`src/irq_accept_map.svh`:
```
// Offsets, field positions, reset values and timing counts of the interrupt acceptance block.
// Assumes a 32-bit APB slave with word-aligned registers.
`ifndef IRQ_ACCEPT_MAP_SVH
`define IRQ_ACCEPT_MAP_SVH

// ----------------------------------------
// Register byte offsets
// ----------------------------------------
`define IA_CTRL_OFS 12'h000
`define IA_STATUS_OFS 12'h004
`define IA_MASK_OFS 12'h008
`define IA_INFO_OFS 12'h00C
`define IA_SAVED_FLAG_OFS 12'h010
`define IA_SAVED_PC_OFS 12'h014

// ----------------------------------------
// Field positions
// ----------------------------------------
`define IA_CTRL_IEN_BIT 0
`define IA_CTRL_PPL_LSB 1
`define IA_ST_ACCEPT_BIT 0
`define IA_ST_RESUME_BIT 1
`define IA_ST_DROP_BIT 2
`define IA_FLAG_IEN_BIT 6
`define IA_FLAG_PPL_LSB 12

// ----------------------------------------
// Reset values and counts
// ----------------------------------------
`define IA_CTRL_RST 32'h0000_0000
`define IA_MASK_RST 3'h0
`define IA_N_SPECIAL 6
`define IA_N_SOFT 4
`define IA_SEQ_SAVE_CYCLES 4'h2

`endif

```
`src/irq_accept_pkg.sv`:
```
// Types shared by the interrupt acceptance block.
// Assumes irq_accept_map.svh is on the include path.
package irq_accept_pkg;

    typedef enum logic [2:0] {
        ST_RUN = 3'h0,
        ST_RESOLVE = 3'h1,
        ST_PUSH = 3'h2,
        ST_LOAD = 3'h3,
        ST_HANDLER = 3'h4
    } seq_state_t;

    typedef enum logic [1:0] {
        SRC_NONE = 2'h0,
        SRC_SPECIAL = 2'h1,
        SRC_SOFT = 2'h2,
        SRC_PERIPH = 2'h3
    } src_kind_t;

endpackage : irq_accept_pkg

```
`src/irq_pick_if.sv`:
```
// Carries the winning request from the priority picker to the sequencer.
// Assumes both ends run on the one CPU clock.
`timescale 1ns/1ps
interface irq_pick_if #(parameter int N_PERIPH = 8);
    logic valid;
    logic [7:0] vector;
    logic [2:0] level;
    irq_accept_pkg::src_kind_t kind;
    modport picker (output valid, output vector, output level, output kind);
    modport seq (input valid, input vector, input level, input kind);
endinterface : irq_pick_if

```
`src/irq_accept_seq.sv`:
```
// Functional notes
// - Six special sources non-maskable, peripherals maskable
// - Maskable needs enable, source level, processor level
// - Software requests: trap, break, overflow, undefined
// - Ordinary instruction finishes, resolve, sequence next
// - String and multiply-accumulate suspend partway
// - Push pre-acceptance flags and PC first
// - Load new flag and processor priority level
// - During sequence ignore all but reset
// - After sequence start the service routine
//
// Interrupt acceptance sequencer with APB register port.
// Assumes the core reports instruction boundaries and suspendable instructions.
//
// The register offsets and the APB register port were decided locally.
`timescale 1ns/1ps
`include "irq_accept_map.svh"
module irq_accept_seq #(
    parameter int N_PERIPH = 8,
    parameter int PC_W = 20
) (
    input wire logic i_clk,
    input wire logic i_rst_n,
    // Core handshake
    input wire logic i_insn_done,
    input wire logic i_insn_suspendable,
    input wire logic i_insn_resumable,
    input wire logic [15:0] i_flags,
    input wire logic [PC_W-1:0] i_pc,
    input wire logic i_reti,
    // Request sources
    input wire logic [`IA_N_SPECIAL-1:0] i_special_req,
    input wire logic i_trap_instruction,
    input wire logic i_break_instruction,
    input wire logic i_overflow_trap,
    input wire logic i_undefined_instruction,
    input wire logic [N_PERIPH-1:0] i_periph_req,
    input wire logic [N_PERIPH*3-1:0] i_periph_lvl,
    // APB
    input wire logic i_psel,
    input wire logic i_penable,
    input wire logic i_pwrite,
    input wire logic [11:0] i_paddr,
    input wire logic [31:0] i_pwdata,
    output logic [31:0] o_prdata,
    output logic o_pready,
    output logic o_pslverr,
    // Core outputs
    output logic o_suspend,
    output logic o_push_valid,
    output logic [15:0] o_push_flags,
    output logic [PC_W-1:0] o_push_pc,
    output logic o_handler_start,
    output logic [7:0] o_vector,
    output logic o_resume_suspended,
    output logic o_irq
);
    import irq_accept_pkg::*;

    // Vector field and read word limit the widths
    if (N_PERIPH < 1 || N_PERIPH > 64) begin : g_bad_periph
        $error("N_PERIPH out of range");
    end
    if (PC_W < 1 || PC_W > 32) begin : g_bad_pc
        $error("PC_W out of range");
    end

    // ----------------------------------------
    // State
    // ----------------------------------------
    seq_state_t state_q, state_d;
    logic ien_q;
    logic [2:0] ppl_q;
    logic [2:0] status_q;
    logic [2:0] mask_q;
    logic [15:0] saved_flags_q;
    logic [PC_W-1:0] saved_pc_q;
    logic [7:0] vector_q;
    logic [2:0] new_lvl_q;
    logic was_suspended_q;
    logic in_handler_q;
    logic [31:0] prdata_q;
    logic pready_q;
    logic pslverr_q;
    logic suspend_q, push_q, hstart_q, resume_q, irq_q;
    logic [`IA_N_SOFT-1:0] soft_req;

    irq_pick_if #(.N_PERIPH(N_PERIPH)) pick ();

    assign soft_req = {i_undefined_instruction, i_overflow_trap,
                       i_break_instruction, i_trap_instruction};

    irq_priority_pick #(.N_PERIPH(N_PERIPH)) u_pick (
        .i_special(i_special_req),
        .i_soft(soft_req),
        .i_periph(i_periph_req),
        .i_periph_lvl(i_periph_lvl),
        .i_ien(ien_q),
        .i_ppl(ppl_q),
        .pick(pick)
    );

    // ----------------------------------------
    // Acceptance decode
    // ----------------------------------------
    wire reset_break = i_special_req[0];
    wire at_boundary = i_insn_done || i_insn_suspendable;
    wire accept = (state_q == ST_RUN) && pick.valid && at_boundary;
    wire mid_insn = accept && !i_insn_done && i_insn_suspendable;
    // Requests other than reset during the sequence are dropped
    wire dropped = (state_q != ST_RUN) && (state_q != ST_HANDLER)
                   && pick.valid && !reset_break;
    wire resume_now = (state_q == ST_HANDLER) && i_reti && was_suspended_q;

    // ----------------------------------------
    // APB decode
    // ----------------------------------------
    wire apb_acc = i_psel && i_penable && !pready_q;
    wire apb_wr = apb_acc && i_pwrite;
    wire apb_rd = apb_acc && !i_pwrite;
    wire hit_ctrl = i_paddr == `IA_CTRL_OFS;
    wire hit_stat = i_paddr == `IA_STATUS_OFS;
    wire hit_mask = i_paddr == `IA_MASK_OFS;
    wire hit_info = i_paddr == `IA_INFO_OFS;
    wire hit_sflg = i_paddr == `IA_SAVED_FLAG_OFS;
    wire hit_spc = i_paddr == `IA_SAVED_PC_OFS;
    wire hit_any = hit_ctrl | hit_stat | hit_mask | hit_info | hit_sflg | hit_spc;
    wire [31:0] ctrl_rd = {28'h0, ppl_q, ien_q};
    wire [31:0] info_rd = {20'h0, 1'b0, state_q, vector_q};
    wire [31:0] rd_mux = hit_ctrl ? ctrl_rd :
                         hit_stat ? {29'h0, status_q} :
                         hit_mask ? {29'h0, mask_q} :
                         hit_info ? info_rd :
                         hit_sflg ? {16'h0, saved_flags_q} :
                         hit_spc ? 32'(saved_pc_q) : 32'h0;
    wire [2:0] events = {dropped, resume_now, accept};
    wire stat_clr = apb_rd && hit_stat;
    // Set wins over read-clear
    wire [2:0] status_d = (stat_clr ? 3'h0 : status_q) | events;

    // ----------------------------------------
    // Sequencer
    // ----------------------------------------
    always_comb begin
        state_d = state_q;
        unique case (state_q)
            ST_RUN: begin
                if (accept) begin
                    state_d = ST_RESOLVE;
                end
            end
            ST_RESOLVE: begin
                state_d = ST_PUSH;
            end
            ST_PUSH: begin
                state_d = ST_LOAD;
            end
            ST_LOAD: begin
                state_d = ST_HANDLER;
            end
            ST_HANDLER: begin
                if (i_reti) begin
                    state_d = ST_RUN;
                end
            end
            default: begin
                state_d = ST_RUN;
            end
        endcase
    end

    always_ff @(posedge i_clk or negedge i_rst_n) begin
        if (!i_rst_n) begin
            state_q <= ST_RUN;
        end else if (reset_break && state_q != ST_RUN) begin
            state_q <= ST_RUN;
        end else begin
            state_q <= state_d;
        end
    end

    // Capture context at acceptance; later requests cannot touch it
    always_ff @(posedge i_clk or negedge i_rst_n) begin
        if (!i_rst_n) begin
            saved_flags_q <= 16'h0000;
            saved_pc_q <= '0;
            vector_q <= 8'h00;
            new_lvl_q <= 3'h0;
            was_suspended_q <= 1'b0;
        end else if (accept) begin
            saved_flags_q <= i_flags;
            saved_pc_q <= i_pc;
            vector_q <= pick.vector;
            new_lvl_q <= pick.level;
            was_suspended_q <= mid_insn && i_insn_resumable;
        end else if (resume_now) begin
            was_suspended_q <= 1'b0;
        end
    end

    // Enable flag and processor level: software, sequence or return
    always_ff @(posedge i_clk or negedge i_rst_n) begin
        if (!i_rst_n) begin
            ien_q <= 1'b0;
            ppl_q <= 3'h0;
        end else if (state_q == ST_LOAD) begin
            ien_q <= 1'b0;
            ppl_q <= new_lvl_q;
        end else if (state_q == ST_HANDLER && i_reti) begin
            ien_q <= saved_flags_q[`IA_FLAG_IEN_BIT];
            ppl_q <= saved_flags_q[`IA_FLAG_PPL_LSB +: 3];
        end else if (apb_wr && hit_ctrl) begin
            ien_q <= i_pwdata[`IA_CTRL_IEN_BIT];
            ppl_q <= i_pwdata[`IA_CTRL_PPL_LSB +: 3];
        end
    end

    // ----------------------------------------
    // Registers and outputs
    // ----------------------------------------
    always_ff @(posedge i_clk or negedge i_rst_n) begin
        if (!i_rst_n) begin
            status_q <= 3'h0;
            mask_q <= `IA_MASK_RST;
            prdata_q <= 32'h0000_0000;
            pready_q <= 1'b0;
            pslverr_q <= 1'b0;
        end else begin
            status_q <= status_d;
            if (apb_wr && hit_mask) begin
                mask_q <= i_pwdata[2:0];
            end
            pready_q <= apb_acc;
            pslverr_q <= apb_acc && !hit_any;
            prdata_q <= apb_rd ? rd_mux : 32'h0000_0000;
        end
    end

    always_ff @(posedge i_clk or negedge i_rst_n) begin
        if (!i_rst_n) begin
            suspend_q <= 1'b0;
            push_q <= 1'b0;
            hstart_q <= 1'b0;
            resume_q <= 1'b0;
            irq_q <= 1'b0;
        end else begin
            suspend_q <= mid_insn;
            push_q <= state_q == ST_RESOLVE;
            hstart_q <= state_q == ST_LOAD;
            resume_q <= resume_now;
            irq_q <= |(status_d & mask_q);
        end
    end

    assign o_prdata = prdata_q;
    assign o_pready = pready_q;
    assign o_pslverr = pslverr_q;
    assign o_suspend = suspend_q;
    assign o_push_valid = push_q;
    assign o_push_flags = saved_flags_q;
    assign o_push_pc = saved_pc_q;
    assign o_handler_start = hstart_q;
    assign o_vector = vector_q;
    assign o_resume_suspended = resume_q;
    assign o_irq = irq_q;

endmodule : irq_accept_seq

```
`src/irq_priority_pick.sv`:
```
// Combinational priority resolution among pending interrupt requests.
// Assumes request inputs are levels synchronous to the CPU clock.
`timescale 1ns/1ps
`include "irq_accept_map.svh"
module irq_priority_pick #(
    parameter int N_PERIPH = 8
) (
    input wire logic [`IA_N_SPECIAL-1:0] i_special,
    input wire logic [`IA_N_SOFT-1:0] i_soft,
    input wire logic [N_PERIPH-1:0] i_periph,
    input wire logic [N_PERIPH*3-1:0] i_periph_lvl,
    input wire logic i_ien,
    input wire logic [2:0] i_ppl,
    irq_pick_if.picker pick
);
    import irq_accept_pkg::*;

    logic [N_PERIPH-1:0] eligible;
    logic [2:0] best_lvl [0:N_PERIPH];
    logic [7:0] best_idx [0:N_PERIPH];
    logic best_hit [0:N_PERIPH];
    logic [7:0] spec_idx;
    logic [7:0] soft_idx;

    // ----------------------------------------
    // Maskable gating and per-source level compare
    // ----------------------------------------
    assign best_lvl[0] = 3'h0;
    assign best_idx[0] = 8'h00;
    assign best_hit[0] = 1'b0;
    genvar g;
    generate
        for (g = 0; g < N_PERIPH; g++) begin : g_per
            logic [2:0] lvl;
            logic win;
            assign lvl = i_periph_lvl[g*3 +: 3];
            // Flag, level select and processor level all gate
            assign eligible[g] = i_periph[g] && i_ien && (lvl != 3'h0) && (lvl > i_ppl);
            assign win = eligible[g] && (!best_hit[g] || lvl > best_lvl[g]);
            assign best_lvl[g+1] = win ? lvl : best_lvl[g];
            assign best_idx[g+1] = win ? 8'(g) : best_idx[g];
            assign best_hit[g+1] = best_hit[g] || eligible[g];
        end
    endgenerate

    // ----------------------------------------
    // Fixed order: special, then software, then peripheral
    // ----------------------------------------
    always_comb begin
        spec_idx = 8'h00;
        for (int i = `IA_N_SPECIAL - 1; i >= 0; i--) begin
            if (i_special[i]) begin
                spec_idx = 8'(i);
            end
        end
    end

    always_comb begin
        soft_idx = 8'h00;
        for (int i = `IA_N_SOFT - 1; i >= 0; i--) begin
            if (i_soft[i]) begin
                soft_idx = 8'(i);
            end
        end
    end

    // Special sources bypass every mask
    assign pick.valid = (|i_special) || (|i_soft) || best_hit[N_PERIPH];
    assign pick.kind = (|i_special) ? SRC_SPECIAL :
                       (|i_soft) ? SRC_SOFT :
                       best_hit[N_PERIPH] ? SRC_PERIPH : SRC_NONE;
    assign pick.vector = (|i_special) ? spec_idx :
                         (|i_soft) ? 8'(soft_idx + 8'h08) :
                         8'(best_idx[N_PERIPH] + 8'h10);
    assign pick.level = (|i_special || |i_soft) ? 3'h7 : best_lvl[N_PERIPH];

endmodule : irq_priority_pick

```
`config.mk`:
```
export PLATFORM = sky130hd
export DESIGN_NAME = irq_accept_seq
export DESIGN_NICKNAME = d
export VERILOG_FILES = /design/src/irq_accept_pkg.sv /design/src/irq_pick_if.sv /design/src/irq_accept_seq.sv /design/src/irq_priority_pick.sv
export VERILOG_INCLUDE_DIRS = /design/src
export SDC_FILE = /design/constraint.sdc
export NUM_CORES = 1
export LEC_CHECK = 0
export BUFFER_PORTS_ARGS = -buffer_cell sky130_fd_sc_hd__buf_2
export CAP_MARGIN = 25
export CELL_PAD_IN_SITES_DETAIL_PLACEMENT = 1
export CELL_PAD_IN_SITES_GLOBAL_PLACEMENT = 1
export CORE_ASPECT_RATIO = 0.7
export CORE_MARGIN = 2
export CORE_UTILIZATION = 32
export DETAILED_ROUTE_END_ITERATION = 8
export HOLD_SLACK_MARGIN = 0.06
export PLACE_DENSITY_LB_ADDON = 0.1
export SLEW_MARGIN = 10
export SYNTH_ARGS = -nofsm -noshare
export SYNTH_HDL_FRONTEND = slang
export SYNTH_SLANG_ARGS = --single-unit
```
`constraint.sdc`:
```
create_clock -name i_clk -period 10.35 [get_ports i_clk]
set_input_delay 2.07 -clock i_clk [delete_from_list [all_inputs] [get_ports i_clk]]
set_output_delay 2.07 -clock i_clk [all_outputs]
set_load 0.02 [all_outputs]
```
# Yosys cells after proc, flatten, opt, wreduce, memory -nomap -nowiden
# Cells that the tools add are included.
dict set report word_totals {
  ff_bits 88
  latch_bits 0
  ramBits 0
  elab_cells 198
  memories 0
  rom_bits 0
}
dict set report classes {
  add_sub_neg 2
  bitwise 7
  n_mul 0
  n_eq_ne 12
  div 0
  order_cmp 15
  shifts 0
  n_mux 48
  reduce_logical 96
}
# operator n
set ops {}
lappend ops {{two-way mux 20 bit} 7}
lappend ops {{two-way mux 8 bit} 13}
lappend ops {{two-way mux 3 bit} 17}
lappend ops {{logical AND 1 bit} 50}
lappend ops {{> comparator 3 bit} 15}
lappend ops {{nonzero test 3 bit} 10}
lappend ops {{== test 12 x 4 -> 1 bit, second input constant} 2}
lappend ops {{== test 12 x 5 -> 1 bit, second input constant} 2}
lappend ops {{logical OR 1 bit} 17}
lappend ops {{one-hot mux 3 bit (5 select lines)} 1}
lappend ops {{== test 12 x 3 -> 1 bit, second input constant} 1}
lappend ops {{zero test 1 bit} 12}
lappend ops {{zero test 12 bit} 1}
lappend ops {{adder 8 x 5 -> 8 bit, second input constant} 1}
lappend ops {{two-way mux 2 bit} 4}
lappend ops {{== test 3 x 2 -> 1 bit, second input constant} 2}
lappend ops {{two-way mux 1 bit} 6}
lappend ops {{inequality test 3 x 2 -> 1 bit, second input constant} 2}
lappend ops {{OR reduction 6 bit} 1}
lappend ops {{adder 2 x 4 -> 5 bit, second input constant} 1}
lappend ops {{bitwise OR 1 bit} 5}
lappend ops {{OR reduction 4 bit} 1}
lappend ops {{bitwise AND 3 bit} 1}
lappend ops {{== test 3 x 1 -> 1 bit, second input constant} 1}
lappend ops {{other kinds (7)} 7}

# Longest topological paths before layout
dict set report logic_depth {
  ltp_word 35
  mapped_depth 59
  ltp_nobuf 59
}

# By module
# A second synthesis with hierarchy kept.
dict set report hier_totals {
  hier_cells 655
  hier_area_um2 5695.5
}
# mod area_each_um2 seq_area_each_um2 cells_per_inst instances
set modules_own_cells {}
lappend modules_own_cells {irq_accept_seq 3865.0 2202.1 396 1}
lappend modules_own_cells {irq_priority_pick 1830.5 0.0 259 1}

# Worst setup path after synthesis
# Ideal clock, no wire load.
dict set report synth_timing {
  path_type {input-to-reg}
  from {input port i_periph_lvl[2]}
  to {register vector_q[0], in the netlist o_vector[0]}
  path_buffers 0
  arrival_time_ps 11635
  stages 55
  setup_time_ps 133
  path_slack_ps -1418
  required_time_ps 10217
  path_cell_list {ha_1 > o211ai_2 > a31oi_4 > and2_1 > nand2_1 > ha_1 > a21oi_1 > a21oi_1 > nand3b_2 > and2_1 > a22o_1 > ha_1 > nor2_1 > nor2_1 > a211oi_1 > o22ai_1 > a21oi_2 > nor2_1 > [... 19 more ...] > nand3_1 > ha_1 > a21o_1 > a21oi_1 > a31oi_1 > o21ai_2 > nor2_1 > a41oi_1 > ha_1 > a21o_1 > a21oi_1 > a31oi_1 > o21ai_1 > a21oi_1 > nor2_1 > o21ai_0 > a31oi_1 > o41ai_1}
}
dict set report synth_between {
  elab_chain_len 35
  word_cells_on_any_way 59
  classes_between {add/sub: 1; order compare: 8; mux: 16; reduce/logical: 34}
}
# item line
set synth_rtl {}
lappend synth_rtl {{start, declared} irq_accept_seq.sv:38} ;# input wire logic [N_PERIPH*3-1:0] i_periph_lvl,
lappend synth_rtl {{parallel branches: the longest is 35 deep, another holds > comparator 3 bit} n/a}
lappend synth_rtl {{end signal, assigned} irq_accept_seq.sv:193} ;# vector_q <= pick.vector;
lappend synth_rtl {{end, declared} irq_accept_seq.sv:78} ;# logic [7:0] vector_q;
# Parallel ways; which one is timed is not known.
# A chain may end at the register's enable or synchronous reset.

# Worst setup path after layout
# Same ends and word-level chain as after synthesis.

==> impl_metrics.env <==
export IMPL_run_status="finished, violations left"
export IMPL_failed_checks="setup timing"
export IMPL_holdCritStartpoint="o_push_pc[15]$_DFFE_PN0P_"
export IMPL_slowest_stage="sky130_fd_sc_hd__mux2_4"
export IMPL_start_util=0.330
export IMPL_pwr_density_cell_nw_per_um2=290
export IMPL_dr_pass1_iters=4
export IMPL_worst_path_largest_cell_delay_ns=0.34
export IMPL_most_used_flip_flop_cell_after_synthesis="sky130_fd_sc_hd__dfrtp_1"
export IMPL_worst_ep_required_time_ns=10.53
export IMPL_layout_area_growth_over_synthesis_pct=49.1
export IMPL_worstSetupStartpointType="input pin"
export IMPL_wirelength_met1_um=10400
export IMPL_grt_max_degree=66
export IMPL_floorplan_io_pins=214
export IMPL_netlist_top_cell_by_area="sky130_fd_sc_hd__dfrtp_1"
export IMPL_rr_worst_depth=59
export IMPL_critical_path_n_buffers_inverters=5
export IMPL_core_rowCount=39
export IMPL_syn_inst=635
export IMPL_grt_pass1_wl_um=34300
export IMPL_ctsHtreeMaxLevel=3
export IMPL_global_route_overflow_total=0
export IMPL_dp_cells=1067
export IMPL_cellLeakagePower_nw=4.12
export IMPL_insertion_delay_ns=0.34
export IMPL_power_ir_vdd_worst_uv=198
export IMPL_maximum_root_to_sink_buffer_count=2
export IMPL_total_power_w=0.00235
export IMPL_ant_nets=0
export IMPL_timing_max_transition_violations_final=0
export IMPL_antenna_found_initial=1
export IMPL_dieHeight_um=113
export IMPL_grt_pass1_vias=6243
export IMPL_worstReg2RegStart="ppl_q[2]$_DFFE_PN0P_"
export IMPL_post_route_worst_setup_slack_ns=-1.42
export IMPL_count_of_port_buffers_added_during_placement=170
export IMPL_critPathArrivalTime_ns=11.95
export IMPL_pre_cts_ws_ns=-1.84
export IMPL_drive_gt1_frac=0.411
export IMPL_max_slew_margin_rel=0.363
export IMPL_timing_critical_path_to_type="flop"
export IMPL_route_detailed_drc=0
export IMPL_final_min_clock_period_ns=11.77
export IMPL_detailedRoute_firstIterationViolations=262
export IMPL_synth_top_cells_by_area="sky130_fd_sc_hd__dfrtp_1, sky130_fd_sc_hd__nand2_1, sky130_fd_sc_hd__ha_1, sky130_fd_sc_hd__nor2_1, sky130_fd_sc_hd__a21oi_1"
export IMPL_synthArstFlopShare=1.00
export IMPL_fin_util=0.492
export IMPL_fmax_ghz=0.0850
export IMPL_finalCritPeriodShare=1.14
export IMPL_die_width_um=160
export IMPL_hold_path_end="o_push_pc[15]$_DFFE_PN0P_"
export IMPL_grt_setup_unrepaired="true"
export IMPL_dp_hpwl_um=15900
export IMPL_power_net_switching_w=0.00103
export IMPL_floorplan_die_area_um2=18000
export IMPL_r2r_setup_slack_ns=-0.08
export IMPL_rr_endpoint="o_vector[0]$_DFFE_PN0P_"
export IMPL_count_of_flip_flops_with_a_built_in_enable_after_synthesis=0
export IMPL_detailed_place_area_um2=6990
export IMPL_track_usage=0.240
export IMPL_switching_share=0.439
export IMPL_netlist_cell_type_count=72
export IMPL_worst_setup_path_type="in -> reg"
export IMPL_cts_buffers_inserted=9
export IMPL_synth_seq_area_share=0.392
export IMPL_timing_critical_path_fanout_max=5
export IMPL_finalNetCount=1070
export IMPL_routed_wl_um=21800
export IMPL_placeableCoreArea_um2=16400
export IMPL_internal_cell_power_w=0.00132
export IMPL_mostFrequentLayoutCells="sky130_fd_sc_hd__buf_2, sky130_fd_sc_hd__nand2_1, sky130_fd_sc_hd__buf_4"
export IMPL_fin_cells=1132
export IMPL_clk_pin_slew_ns=0.06
export IMPL_power_share_sequential=0.225
export IMPL_tritoncts="yes"
export IMPL_n_antenna_cell=0
export IMPL_synth_top_cell_area_share=0.392
export IMPL_max_cap_violations=0
export IMPL_worst_slew_pin_transition_ns=0.956
export IMPL_route_met2_wl_um=10000
export IMPL_syn_mean_instance_area_um2=8.55
export IMPL_cpLargestDelayFamily="compound AO/OA/AOI/OAI gates"
export IMPL_ys_warnings_count=0
export IMPL_cts_root_buf="sky130_fd_sc_hd__clkbuf_16"
export IMPL_pwr_share_comb=0.618
export IMPL_timing_final_hold_violations=0
export IMPL_worstHoldPathType="reg -> reg"
export IMPL_average_vias_per_placed_instance=5.16
export IMPL_non_filler_cell_area_final_um2=8100
export IMPL_layout_cells_most_common="sky130_fd_sc_hd__buf_2"
export IMPL_synthesized_flop_and_latch_total=85
export IMPL_routed_wl_met3_um=1030
export IMPL_route_detailed_wl_per_inst_um=19.2
export IMPL_cts_sinks=85
export IMPL_share_clk_of_total_power=0.157
export IMPL_path_common_cell="sky130_fd_sc_hd__ha_4"
export IMPL_detailroute_via_count=5836
export IMPL_min_path_cells=2
export IMPL_setup_violations_final=6
export IMPL_mappedNetlistArea_um2=5430
export IMPL_maxUsedRoutingLayer="met4"
export IMPL_finalClockSkew_ns=0.00785
export IMPL_routabilityCongestion=0.858
## power groups by stage
stage | clock network (W) | logic (W) | registers (W)
final | 0.000369 | 0.00145 | 0.000528
after global routing | 0.000387 | 0.00157 | 0.000544
after CTS | 0.000375 | 0.00130 | 0.000527
after detailed placement | 0 | 0.00110 | 0.000531
after global placement | 0 | 0.00105 | 0.000525
after floorplan | 0 | 0.000576 | 0.000599
## stage by stage
step / setup TNS, ns / hold slack [ns]
after floorplan: -4.69 / 0.456
after global placement: -7.79 / 0.470
after detailed placement: -10.29 / 0.484
after CTS: -5.91 / 0.497
after global routing: -10.09 / 0.540
final: -8.09 / 0.507
## cell usage after synthesis (10+ instances only)
cell type / number
sky130_fd_sc_hd__a21oi_1: 30
sky130_fd_sc_hd__a31oi_1: 11
sky130_fd_sc_hd__and2_1: 12
sky130_fd_sc_hd__and3_1: 10
sky130_fd_sc_hd__buf_4: 15
sky130_fd_sc_hd__clkbuf_1: 16
sky130_fd_sc_hd__dfrtp_1: 85
sky130_fd_sc_hd__ha_1: 37
sky130_fd_sc_hd__inv_1: 33
sky130_fd_sc_hd__mux2i_1: 14
sky130_fd_sc_hd__nand2_1: 148
sky130_fd_sc_hd__nand3_1: 12
sky130_fd_sc_hd__nor2_1: 48
sky130_fd_sc_hd__nor3_1: 11
sky130_fd_sc_hd__o21ai_0: 23
## what timing repair did
item | CTS | global route
resized for setup | 46 | 28
pin swaps | 56 | 50
hold buffers | 0 | 0
setup buffers | 37 | 12
setup endpoints to repair | 6 | 6
## worst reg2reg max path: cells and delay by family, from the launching register on
kind,cells,cell delay (ns)
AO/OA/AOI/OAI,26,3.97
AND/OR/NAND/NOR,18,2.41
adder cells (fa/ha/maj),8,2.13
buffers and inverters,5,0.73
multiplexers,2,0.67
flip-flops,1,0.36
## layer usage
layer	vias to the layer above	GRT usage
li1	2758	-
met1	2894	0.332
met2	154	0.392
met3	30	0.0425
met4	0	0.0618
met5	-	0
## kinds of logic (layout without fill, tap and decap cells)
group / after synthesis / in the layout / synth area share
buffers and inverters: 67 / 325 / 0.0567
AOI/OAI and AO/OA: 143 / 143 / 0.189
adders and majority gates: 37 / 37 / 0.0853
xor gates and xnor gates: 1 / 1 / 0.00161
DFF: 85 / 85 / 0.392
muxes: 21 / 21 / 0.0415
and+or+nand+nor: 280 / 280 / 0.233
other: 1 / 15 / 0.000691
## area by class of cell
| class | instances | area, um2 |
|---|---|---|
| Sequential cell | 85 | 2130 |
| Tap cell | 225 | 282 |
| Clock inverter | 6 | 111 |
| Fill cell | 1974 | 8350 |
| Multi-Input combinational cell | 497 | 3510 |
| Inverter | 33 | 124 |
| Timing Repair Buffer | 276 | 1710 |
| Clock buffer | 10 | 229 |
## worst max-delay path by stage
stage | startpoint | end | cells after the start
final | i_periph_lvl[2] | o_vector[0]$_DFFE_PN0P_ | 59
after global routing | i_periph_lvl[2] | o_vector[0]$_DFFE_PN0P_ | 57
after CTS | i_periph_lvl[2] | o_vector[1]$_DFFE_PN0P_ | 56
after detailed placement | i_periph_lvl[2] | o_vector[0]$_DFFE_PN0P_ | 58
after global placement | i_periph_lvl[2] | o_vector[0]$_DFFE_PN0P_ | 56
after floorplan | i_periph_lvl[2] | o_vector[0]$_DFFE_PN0P_ | 56
## sequential cells by signal, indices dropped and copies added (netlist names), 5 cells and up
signal        cells
o_vector          5
o_push_flags     16
o_push_pc        20
o_prdata         20
Power figures use the tool's default switching activity.
